`config.mk`:
```
export PLATFORM = sky130hd
export DESIGN_NAME = arpsc_top
export DESIGN_NICKNAME = d
export VERILOG_FILES = /design/src/arpsc_pkg.sv /design/src/arpsc_top.sv
export SDC_FILE = /design/constraint.sdc
export NUM_CORES = 1
export LEC_CHECK = 0
export ABC_AREA = 1
export ABC_CLOCK_PERIOD_IN_PS = 1700
export BUFFER_PORTS_ARGS = -buffer_cell sky130_fd_sc_hd__buf_2
export CORE_UTILIZATION = 40
export DETAILED_ROUTE_END_ITERATION = 8
export GPL_TIMING_DRIVEN = 0
export PLACE_DENSITY = 0.71
export SLEW_MARGIN = 20
export SYNTH_ARGS = -nofsm -noshare
export SYNTH_HDL_FRONTEND = slang
export SYNTH_SLANG_ARGS = --single-unit
```
`constraint.sdc`:
```
create_clock -name mclk -period 1.7 [get_ports mclk]
set_input_delay 0.255 -clock mclk [delete_from_list [all_inputs] [get_ports mclk]]
set_output_delay 0.255 -clock mclk [all_outputs]
set_load 0.02 [all_outputs]
```
`src/arpsc_pkg.sv`:
```
package arpsc_pkg;

  // ----------------------------------------------------------------
  // Register map
  // ----------------------------------------------------------------
  localparam logic [7:0] ADDR_IFACE_CFG = 8'h00;
  localparam logic [7:0] ADDR_DEV_CFG = 8'h02;
  localparam logic [7:0] ADDR_DIAG = 8'h04;
  localparam logic [7:0] ADDR_DRIVE_CFG = 8'h06;
  localparam logic [7:0] ADDR_IRQ_STATUS = 8'h08;
  localparam logic [7:0] ADDR_IRQ_MASK = 8'h0a;
  localparam logic [7:0] ADDR_STATE = 8'h0c;
  localparam logic [7:0] ADDR_EXIT_CFG = 8'h14;

  // ----------------------------------------------------------------
  // Fields and reset values
  // ----------------------------------------------------------------
  localparam int SOFT_RESET_POS = 0;
  localparam int SOFT_RESET_CONFIRM_POS = 7;
  localparam int RESET_SEEN_POS = 0;
  localparam int BOOST_POS = 0;
  localparam logic [7:0] EXIT_CFG_VALUE = 8'h01;
  localparam logic [1:0] PSTATE_NORMAL = 2'h0;
  localparam logic [1:0] PSTATE_SHUTDOWN = 2'h3;
  localparam logic [1:0] PSTATE_RESET = 2'h0;
  localparam logic [7:0] MASK_RESET = 8'h00;
  // Interrupt status bits
  localparam int IRQ_RESET_POS = 0;
  localparam int IRQ_DONE_POS = 1;
  localparam int IRQ_LOCK_END_POS = 2;
  localparam int IRQ_WIDTH = 3;

  // ----------------------------------------------------------------
  // Timing
  // ----------------------------------------------------------------
  localparam int CLK_MHZ = 100;
  localparam int LOCKOUT_US = 750;
  localparam int LOCKOUT_CYCLES = LOCKOUT_US * CLK_MHZ;
  localparam int CONV_NS = 300;
  localparam int CONV_CYCLES = (CONV_NS * CLK_MHZ + 999) / 1000;
  localparam int SETTLE_US = 30;
  localparam int SETTLE_CYCLES = SETTLE_US * CLK_MHZ;
  localparam int CNT_W = 17;

  typedef enum logic [3:0] {
    ARPSC_LOCKED = 4'b0001,
    ARPSC_STANDBY = 4'b0010,
    ARPSC_CONVERT = 4'b0100,
    ARPSC_SHUTDOWN = 4'b1000
  } arpsc_state_e;

endpackage : arpsc_pkg

```
`src/arpsc_top.sv`:
```
`timescale 1ns/1ps
module arpsc_top #(
  parameter int LOCKOUT = arpsc_pkg::LOCKOUT_CYCLES
) (
  input wire logic mclk,
  input wire logic rst,
  input wire logic hard_reset_n,
  input wire logic convert_strobe,
  input wire logic [7:0] addr,
  input wire logic [7:0] wdata,
  input wire logic wr,
  input wire logic rd,
  output logic [7:0] rdata,
  output logic busy,
  output logic standby,
  output logic shutdown,
  output logic ref_ready,
  output logic low_voltage_drive_boost,
  output logic locked,
  output logic irq
);

  // ----------------------------------------------------------------
  // State
  // ----------------------------------------------------------------
  typedef struct packed {
    logic [1:0] rst_sync;
    logic rst_prev;
    logic [1:0] cnv_sync;
    logic cnv_prev;
    arpsc_pkg::arpsc_state_e state;
    logic [arpsc_pkg::CNT_W-1:0] cnt;
    logic [arpsc_pkg::CNT_W-1:0] settle;
    logic [1:0] pstate_shadow;
    logic boost_shadow;
    logic [1:0] pstate;
    logic boost;
    logic reset_seen_flag;
    logic [arpsc_pkg::IRQ_WIDTH-1:0] status;
    logic [arpsc_pkg::IRQ_WIDTH-1:0] mask;
    logic [7:0] rdata;
    logic busy;
    logic irq;
    logic standby;
    logic shutdown;
    logic locked;
    logic ref_ready;
  } arpsc_regs_s;

  arpsc_regs_s r;
  arpsc_regs_s next_r;

  logic hard_fall;
  logic soft_req;
  logic do_reset;
  logic cnv_rise;
  logic conv_done;
  logic lock_end;
  logic [arpsc_pkg::IRQ_WIDTH-1:0] events;

  localparam logic [arpsc_pkg::CNT_W-1:0] LOCK_LAST =
    arpsc_pkg::CNT_W'(LOCKOUT - 1);
  localparam logic [arpsc_pkg::CNT_W-1:0] CONV_LAST =
    arpsc_pkg::CNT_W'(arpsc_pkg::CONV_CYCLES - 1);
  localparam logic [arpsc_pkg::CNT_W-1:0] SETTLE_LOAD =
    arpsc_pkg::CNT_W'(arpsc_pkg::SETTLE_CYCLES);

  // ----------------------------------------------------------------
  // Next state
  // ----------------------------------------------------------------
  always_comb begin
    next_r = r;
    next_r.rst_sync = {r.rst_sync[0], hard_reset_n};
    next_r.rst_prev = r.rst_sync[1];
    next_r.cnv_sync = {r.cnv_sync[0], convert_strobe};
    next_r.cnv_prev = r.cnv_sync[1];
    hard_fall = r.rst_prev && !r.rst_sync[1];
    soft_req = wr && (addr == arpsc_pkg::ADDR_IFACE_CFG) &&
      (r.state != arpsc_pkg::ARPSC_LOCKED) &&
      wdata[arpsc_pkg::SOFT_RESET_POS] &&
      wdata[arpsc_pkg::SOFT_RESET_CONFIRM_POS];
    do_reset = hard_fall || soft_req;
    cnv_rise = r.cnv_sync[1] && !r.cnv_prev;
    conv_done = 1'b0;
    lock_end = 1'b0;
    next_r.rdata = 8'h00;

    if (r.settle != '0) begin
      next_r.settle = r.settle - 1'b1;
    end

    unique case (r.state)
      arpsc_pkg::ARPSC_LOCKED: begin
        // Held while the pin is low; counts from the clean release
        if (!r.rst_sync[1]) begin
          next_r.cnt = '0;
        end else if (r.cnt == LOCK_LAST) begin
          lock_end = 1'b1;
          next_r.cnt = '0;
          next_r.state = (r.pstate == arpsc_pkg::PSTATE_SHUTDOWN) ?
            arpsc_pkg::ARPSC_SHUTDOWN : arpsc_pkg::ARPSC_STANDBY;
        end else begin
          next_r.cnt = r.cnt + 1'b1;
        end
      end
      arpsc_pkg::ARPSC_STANDBY: begin
        if (r.pstate == arpsc_pkg::PSTATE_SHUTDOWN) begin
          next_r.state = arpsc_pkg::ARPSC_SHUTDOWN;
        end else if (cnv_rise) begin
          next_r.busy = 1'b1;
          next_r.cnt = '0;
          next_r.state = arpsc_pkg::ARPSC_CONVERT;
        end
      end
      arpsc_pkg::ARPSC_CONVERT: begin
        if (r.cnt == CONV_LAST) begin
          conv_done = 1'b1;
          next_r.busy = 1'b0;
          next_r.state = arpsc_pkg::ARPSC_STANDBY;
        end else begin
          next_r.cnt = r.cnt + 1'b1;
        end
      end
      arpsc_pkg::ARPSC_SHUTDOWN: begin
        if (r.pstate != arpsc_pkg::PSTATE_SHUTDOWN) begin
          next_r.settle = SETTLE_LOAD;
          next_r.state = arpsc_pkg::ARPSC_STANDBY;
        end
      end
      default: begin
        next_r.state = arpsc_pkg::ARPSC_LOCKED;
      end
    endcase

    // Register writes, blocked during lockout
    if (wr && r.state != arpsc_pkg::ARPSC_LOCKED) begin
      unique case (addr)
        arpsc_pkg::ADDR_DEV_CFG: next_r.pstate_shadow = wdata[1:0];
        arpsc_pkg::ADDR_DRIVE_CFG:
          next_r.boost_shadow = wdata[arpsc_pkg::BOOST_POS];
        arpsc_pkg::ADDR_IRQ_MASK:
          next_r.mask = wdata[arpsc_pkg::IRQ_WIDTH-1:0];
        arpsc_pkg::ADDR_EXIT_CFG: begin
          if (wdata == arpsc_pkg::EXIT_CFG_VALUE) begin
            next_r.pstate = r.pstate_shadow;
            next_r.boost = r.boost_shadow;
          end
        end
        default: ;
      endcase
    end

    // Reads
    if (rd) begin
      unique case (addr)
        arpsc_pkg::ADDR_DEV_CFG: next_r.rdata = {6'h00, r.pstate_shadow};
        arpsc_pkg::ADDR_DIAG: next_r.rdata = {7'h00, r.reset_seen_flag};
        arpsc_pkg::ADDR_DRIVE_CFG: next_r.rdata = {7'h00, r.boost_shadow};
        arpsc_pkg::ADDR_IRQ_STATUS: next_r.rdata = {5'h00, r.status};
        arpsc_pkg::ADDR_IRQ_MASK: next_r.rdata = {5'h00, r.mask};
        arpsc_pkg::ADDR_STATE: next_r.rdata = {4'h0, r.state};
        default: next_r.rdata = 8'h00;
      endcase
    end

    // Sticky flag: clear by one, set wins
    if (wr && addr == arpsc_pkg::ADDR_DIAG &&
        wdata[arpsc_pkg::RESET_SEEN_POS]) begin
      next_r.reset_seen_flag = 1'b0;
    end
    events = '0;
    events[arpsc_pkg::IRQ_RESET_POS] = do_reset;
    events[arpsc_pkg::IRQ_DONE_POS] = conv_done;
    events[arpsc_pkg::IRQ_LOCK_END_POS] = lock_end;
    if (wr && addr == arpsc_pkg::ADDR_IRQ_STATUS) begin
      next_r.status = r.status & ~wdata[arpsc_pkg::IRQ_WIDTH-1:0];
    end
    next_r.status = next_r.status | events;

    // Full reset restores defaults, keeps the interrupt mask
    if (do_reset) begin
      next_r.pstate_shadow = arpsc_pkg::PSTATE_RESET;
      next_r.pstate = arpsc_pkg::PSTATE_RESET;
      next_r.boost_shadow = 1'b0;
      next_r.boost = 1'b0;
      next_r.busy = 1'b0;
      next_r.settle = '0;
      next_r.cnt = '0;
      next_r.state = arpsc_pkg::ARPSC_LOCKED;
      next_r.reset_seen_flag = 1'b1;
    end
    next_r.irq = |(next_r.status & next_r.mask);
    // State decodes are registered so that every output comes from a flop
    next_r.standby = (next_r.state == arpsc_pkg::ARPSC_STANDBY);
    next_r.shutdown = (next_r.state == arpsc_pkg::ARPSC_SHUTDOWN);
    next_r.locked = (next_r.state == arpsc_pkg::ARPSC_LOCKED);
    next_r.ref_ready = (next_r.settle == '0) && !next_r.shutdown;
  end

  // ----------------------------------------------------------------
  // Registers
  // ----------------------------------------------------------------
  always_ff @(posedge mclk) begin
    if (rst) begin
      r <= '0;
      r.rst_sync <= 2'h3;
      r.rst_prev <= 1'b1;
      r.state <= arpsc_pkg::ARPSC_STANDBY;
      r.pstate <= arpsc_pkg::PSTATE_RESET;
      r.pstate_shadow <= arpsc_pkg::PSTATE_RESET;
      r.mask <= arpsc_pkg::MASK_RESET[arpsc_pkg::IRQ_WIDTH-1:0];
      r.reset_seen_flag <= 1'b1;
      r.status <= 3'h1;
      r.standby <= 1'b1;
      r.ref_ready <= 1'b1;
    end else begin
      r <= next_r;
    end
  end

  assign rdata = r.rdata;
  assign busy = r.busy;
  assign standby = r.standby;
  assign shutdown = r.shutdown;
  assign ref_ready = r.ref_ready;
  assign low_voltage_drive_boost = r.boost;
  assign locked = r.locked;
  assign irq = r.irq;
endmodule : arpsc_top

```
### After elaboration in Yosys (flattened, before gate mapping)

Index checks and enable logic that the tools add are counted.

| storage, ports and cells | value |
|---|---|
| bits in latches | 0 |
| memories kept | 0 |
| register bits after elaboration | 71 |
| ROM bits | 0 |
| word-level logic and storage cells | 116 |
| bits of input ports | 22 |
| bits in writable memories | 0 |
| output and inout port bits | 15 |

| operators by class | value |
|---|---|
| divide/modulo/power cells | 0 |
| shift operators | 0 |
| muxes and demuxes | 36 |
| reduce and logical (&&, ||, !) cells | 28 |
| order comparisons | 0 |
| $mul | 0 |
| eq/ne operators | 24 |
| add/sub/neg operators | 2 |
| bitwise gates (word level) | 5 |

Operators by type and width:

| operator | count |
|---|---|
| two-way mux 17 bit | 7 |
| case mux 17 bit (3 select lines) | 1 |
| two-way mux 45 bit | 1 |
| == test 8 x 4 -> 1 bit (second input constant) | 3 |
| two-way mux 4 bit | 6 |
| case mux 4 bit (6 select lines) | 1 |
| two-way mux 21 bit | 1 |
| adder 17 x 1 -> 17 bit (second input constant) | 1 |
| == test 17 bit (second input constant) | 1 |
| == test 17 x 5 -> 1 bit (second input constant) | 1 |
| zero test 17 bit | 1 |
| nonzero test 17 bit | 1 |
| subtractor 17 x 1 -> 17 bit (second input constant) | 1 |
| == test 8 x 3 -> 1 bit (second input constant) | 2 |
| case mux 4 bit (4 select lines) | 1 |
| two-way mux 3 bit | 5 |
| logical AND 1 bit | 11 |
| two-way mux 1 bit | 10 |
| inequality test 2 bit (second input constant) | 5 |
| == test 4 x 1 -> 1 bit (second input constant) | 2 |
| == test 4 x 2 -> 1 bit (second input constant) | 2 |
| == test 4 bit (second input constant) | 2 |
| == test 8 x 1 -> 1 bit (second input constant) | 1 |
| == test 8 x 2 -> 1 bit (second input constant) | 1 |
| other kinds (21) | 27 |

### Depth between registers and ports, before layout

| depth | value |
|---|---|
| depth in word-level cells | 10 |
| mapped depth | 14 |
| mapped depth without buffers | 13 |

### Worst setup path after synthesis

No wires, ideal clock.

| timing | value |
|---|---|
| path type | register to register |
| start | reg r[27] in the netlist's numbering |
| end | reg ref_ready (netlist name) |
| library setup time | 70 ps |
| arrival | 1639 ps |
| slack | -10 ps |
| clock period less this slack | 1710 ps |
| stages on the path, launching flop included | 12 |
| data required time | 1630 ps |
| path buffers | 1 |
| path through | dfxtp_1 -> inv_1 -> ha_1 -> nand2_2 -> nor2_4 -> nand3_4 -> buf_6 -> nand3b_1 -> nand3_1 -> o21ai_0 -> nand3_1 -> o21bai_1 |

| between the ends | value |
|---|---|
| cells in the longest elaborated chain, start to end | 7 |
| elaborated cells on any way between the ends | 8 |
| classes of those cells | 1 x add/sub; 4 x mux; 3 x reduce/logical |

Ends and longest elaborated chain:

| element | RTL line | RTL |
|---|---|---|
| start, declared | arpsc_top.sv:50 | `arpsc_regs_s r;` |
| start signal, assigned | arpsc_top.sv:217 | `r <= next_r;` |
| subtractor 17 x 1 -> 17 bit or nonzero test 17 bit (tied branches) | arpsc_top.sv:89, arpsc_top.sv:88 |  |
| two-way mux 17 bit (*) | arpsc_top.sv:88 | `if (r.settle != '0) begin` |
| two-way mux 17 bit | arpsc_top.sv:125 | `if (r.pstate != arpsc_pkg::PSTATE_SHUTDOWN) begin` |
| two-way mux 17 bit (*) | arpsc_top.sv:92 | `unique case (r.state)` |
| two-way mux 45 bit (*) | arpsc_top.sv:181 | `if (do_reset) begin` |
| zero test 17 bit (*) | arpsc_top.sv:197 | `next_r.ref_ready = (next_r.settle == '0) && !next_r.shutdown;` |
| logical AND 1 bit (*) | arpsc_top.sv:197 |  |

Mark *: on every way between the ends. The rest lies on a longest branch, timed or not.
A chain may end at the register's enable or synchronous reset.

### Worst setup path in the final report

| timing | value |
|---|---|
| start | reg r[64] in the netlist's numbering |
| end | reg r[49] in the netlist's numbering |

| between the ends | value |
|---|---|
| cells in the longest elaborated chain, start to end | 6 |
| elaborated cells on any way between the ends | 15 |
| classes of those cells | 7 x eq/ne; 1 x mux; 7 x reduce/logical |

Ends and longest elaborated chain:

| element | RTL line | RTL |
|---|---|---|
| inequality test 4 x 1 -> 1 bit | arpsc_top.sv:79 | `(r.state != arpsc_pkg::ARPSC_LOCKED) &&` |
| logical AND 1 bit | arpsc_top.sv:78 | `soft_req = wr && (addr == arpsc_pkg::ADDR_IFACE_CFG) &&` |
| logical AND 1 bit | arpsc_top.sv:79 |  |
| logical AND 1 bit | arpsc_top.sv:80 | `wdata[arpsc_pkg::SOFT_RESET_POS] &&` |
| logical OR 1 bit | arpsc_top.sv:82 | `do_reset = hard_fall \|\| soft_req;` |
| OR reduction 2 bit (no source line) | -- |  |

Parallel ways exist; a longest one is shown, timed or not.

==> results.tsv <==
metric	value	unit
drt drc	0	
Final Cycle Share	104	%
Inserted Clock Buffers	9	
Die ar.	0.00978	mm^2
CP Class	reg2reg	
Hold Crit Class	in2reg	
placed cell count	706	
clock slew at reported path FFs	0.08	ns
max cap viols	0	
LEAKAGE	2.33	nW
CP most frequent cell	nor2_4	
Pwr Density	748	mW/mm^2
highest clock rate	564	MHz
layout cell share with drive strength beyond 1	35.2	%
antenna violations before repair	0	
n_diodes	0	
number of distinct library cells after synthesis	49	
Antenna Nets Post-Route	0	
WL/cell	14.4	um
H-tree levels	3	
endpoint class of the critical path	flop	
via count	4158	
Die Width	98.9	um
Avg Cell Area, Syn	6.66	um^2
Slew headroom	56.5	%
switch share	33.3	%
CP arrival	2.02	ns
Top-Level Pins	37	
RePlAce Congestion	0.913	
netlist area before placement	0.00375	mm^2
Tightest Pin Transition	0.646	ns
ranking of synthesized cells by area	dfxtp_1 (36%), nand2_1 (13%), nor2_1 (8.5%), inv_1 (7.9%), nand3_1 (6.1%)	
Initial DRC Count	262	
Max Slew Vio Count	0	
internal power	2.55	mW
final WL	11100	um
met3 GRT Util	3.62	%
first-pass GRT wire length	16300	um
number of synthesized flops with an enable pin	0	
CTS tree	yes	
Hold Fails Final Rpt	0	
Root Driver	clkbuf_8	
failing checks	setup timing	
critical path required time	1.94	ns
combinational power share	24.4	%
share of the synthesized area in the top cell type	35.7	%
Sw Pwr	1.27	mW
vias per std cell	5.38	
clock power share	31.7	%
Post-synth top flop	dfxtp_1	
peak supply drop	0.000410	V
CP max stage cell	dfxtp_4	
core footprint	0.00889	mm^2
clock skew	0.0114	ns
register area share after synthesis	35.7	%
cell count after synthesis	564	
FFs w/ async S/R, synth	0	%
global-route usage over all layers	20.8	%
detailed placer's ending HPWL	6780	um
Synth area leader	dfxtp_1	
vias in the first global route	3643	
met1 Use GR	25.0	%
CTS max path bufs	2	
overall power	3.81	mW
status	finished with violations	
reg-to-reg slack, setup	-0.07	ns
layout net count	685	
number of synthesized register bits	67	
Worst Path Max Fanout	5	
RSZ-0062 raised after global routing	yes	
router iterations before antenna repair	5	
GR peak layer	met2	
part of the power in registers	43.8	%
YS warnings	0	
input/output buffers	31	
largest net degree at the start of global routing	14	
Starting Density	42.2	%
grt ovf	0	
slack of the critical path	-0.0741	ns
minimum clock period	1.77	ns
area delta synth->final	35.9	%
Final Setup Violations	5	
crit path cell chain	nor2_4 -> nand3_2 -> inv_4 -> nor2_4 -> nand2_1 -> nand2_2 -> inv_2 -> nand2_4 -> buf_8 -> nor2_4 -> nand2_2 -> o21ai_1 -> a21oi_1	
largest stage delay on the critical path	0.36	ns
row cnt	34	
Die Y	98.9	um
# clock sinks	67	
clk_lat worst skew	0.35	ns
Global Route met2 Usage	36.4	%
Critical Path Source Type	flop	
Finished Layout Cells	773	
-- metrics by stage --
step                setup WS [ns]  hold slack, ns  area (um^2)  util (%)  setup TNS (ns)
finish                    -0.0741          0.0819         5100      57.4          -0.208
global route               -0.179          0.0800         5100      57.4           -1.12
CTS                   -0.00000999          0.0701         4590      51.6     -0.00000999
detailed placement         -0.336           0.403         4060      45.6           -4.55
global placement           -0.283           0.394         4060      45.6           -3.48
floorplan                  0.0189           0.359         3770         -               0
-- registers in the layout, summed over array words and instances (netlist names) --
| signal | flops |
|---|---|
| busy | 1 |
| ref_ready | 1 |
| r | 52 |
| standby | 1 |
| irq | 1 |
| next_r | 4 |
| low_voltage_drive_boost | 1 |
| locked | 1 |
| shutdown | 1 |
| rdata | 4 |
-- synth_stat cells (4+ instances only) --
master / count
a211oi_1: 5
o21ai_0: 16
dfxtp_1: 67
nand4_1: 12
or2_2: 6
a21oi_1: 24
a31oi_1: 5
nor2_2: 5
inv_1: 79
nand2_2: 4
nand2_1: 130
nand3_1: 46
inv_2: 5
buf_6: 5
nor2_1: 85
buf_4: 8
nor3_1: 15
nor4_1: 5
-- worst max-delay path, delay by kind of cell, from the launching register on --
| family | cells | cell delay [ns] |
|---|---|---|
| AND/OR/NAND/NOR | 8 | 0.77 |
| buffers and inverters | 3 | 0.34 |
| flip-flops | 1 | 0.36 |
| AO/OA/AOI/OAI | 2 | 0.19 |
-- power groups by stage --
stage	registers [mW]	logic, mW	clock network [mW]
floorplan	1.70	0.390	0
global placement	1.69	0.552	0
detailed placement	1.69	0.560	0
CTS	1.66	0.684	1.23
global route	1.68	0.992	1.30
finish	1.67	0.933	1.21
-- logic make-up after synthesis --
family	after synthesis	synth area share (%)
and+or+nand+nor	323	39.6
buffers and inverters	102	12.4
DFF	67	35.7
AOI/OAI and AO/OA	64	10.3
xor gates and xnor gates	4	0.934
adders and majority gates	3	1.00
other	1	0.0999
-- final cells by class --
cell class,instances,area (um^2)
Fill cell,755,3790
Inverter,86,345
Tap cell,108,135
Sequential cell,67,1390
Multi-Input combinational cell,398,2320
Timing Repair Buffer,82,591
Clock inverter,7,52.6
Clock buffer,9,124
Buffer,16,141
-- path summary, 6_finish.rpt --
path | depth (start not counted) | end | from
setup reg to reg | 13 | r[49]$_SDFFE_PP0P_ | r[64]$_SDFF_PP0_
hold reg to reg | 2 | next_r[65]$_SDFF_PP0_ | next_r[67]$_SDFF_PP0_
setup / recovery | 13 | r[49]$_SDFFE_PP0P_ | r[64]$_SDFF_PP0_
hold / removal | 2 | next_r[70]$_SDFF_PP1_ | hard_reset_n
-- timing repair --
action | 4_1_cts | 5_1_grt
hold buffers | 0 | 0
endpoints found under the setup margin | 30 | 27
buffers inserted | 22 | 27
gates resized for setup | 49 | 95
pin swaps | 18 | 45
gates cloned | 1 | 1
-- routing by layer --
| metal | wire, um | vias up |
|---|---|---|
| met5 | 0 | - |
| met4 | 383 | 0 |
| met3 | 731 | 46 |
| met2 | 5600 | 194 |
| met1 | 4430 | 1917 |
| li1 | - | 2001 |
-- cells in the final DEF, fill, tap and decap left out, drive strengths merged, types with 2 or more instances in the layout --
| master | instances |
|---|---|
| a211oi | 7 |
| o21ai | 19 |
| clkinv | 5 |
| conb | 4 |
| xor2 | 3 |
| nor3 | 18 |
| nand2 | 136 |
| inv | 87 |
| a21oi | 25 |
| or2 | 7 |
| clkbuf | 11 |
| dfxtp | 67 |
| nor4 | 6 |
| buf | 95 |
| nor2 | 94 |
| nand4 | 12 |
| ha | 3 |
| o211ai | 2 |
| nand3 | 48 |
| a31oi | 5 |
No activity file was read; power rests on OpenSTA's default activity.
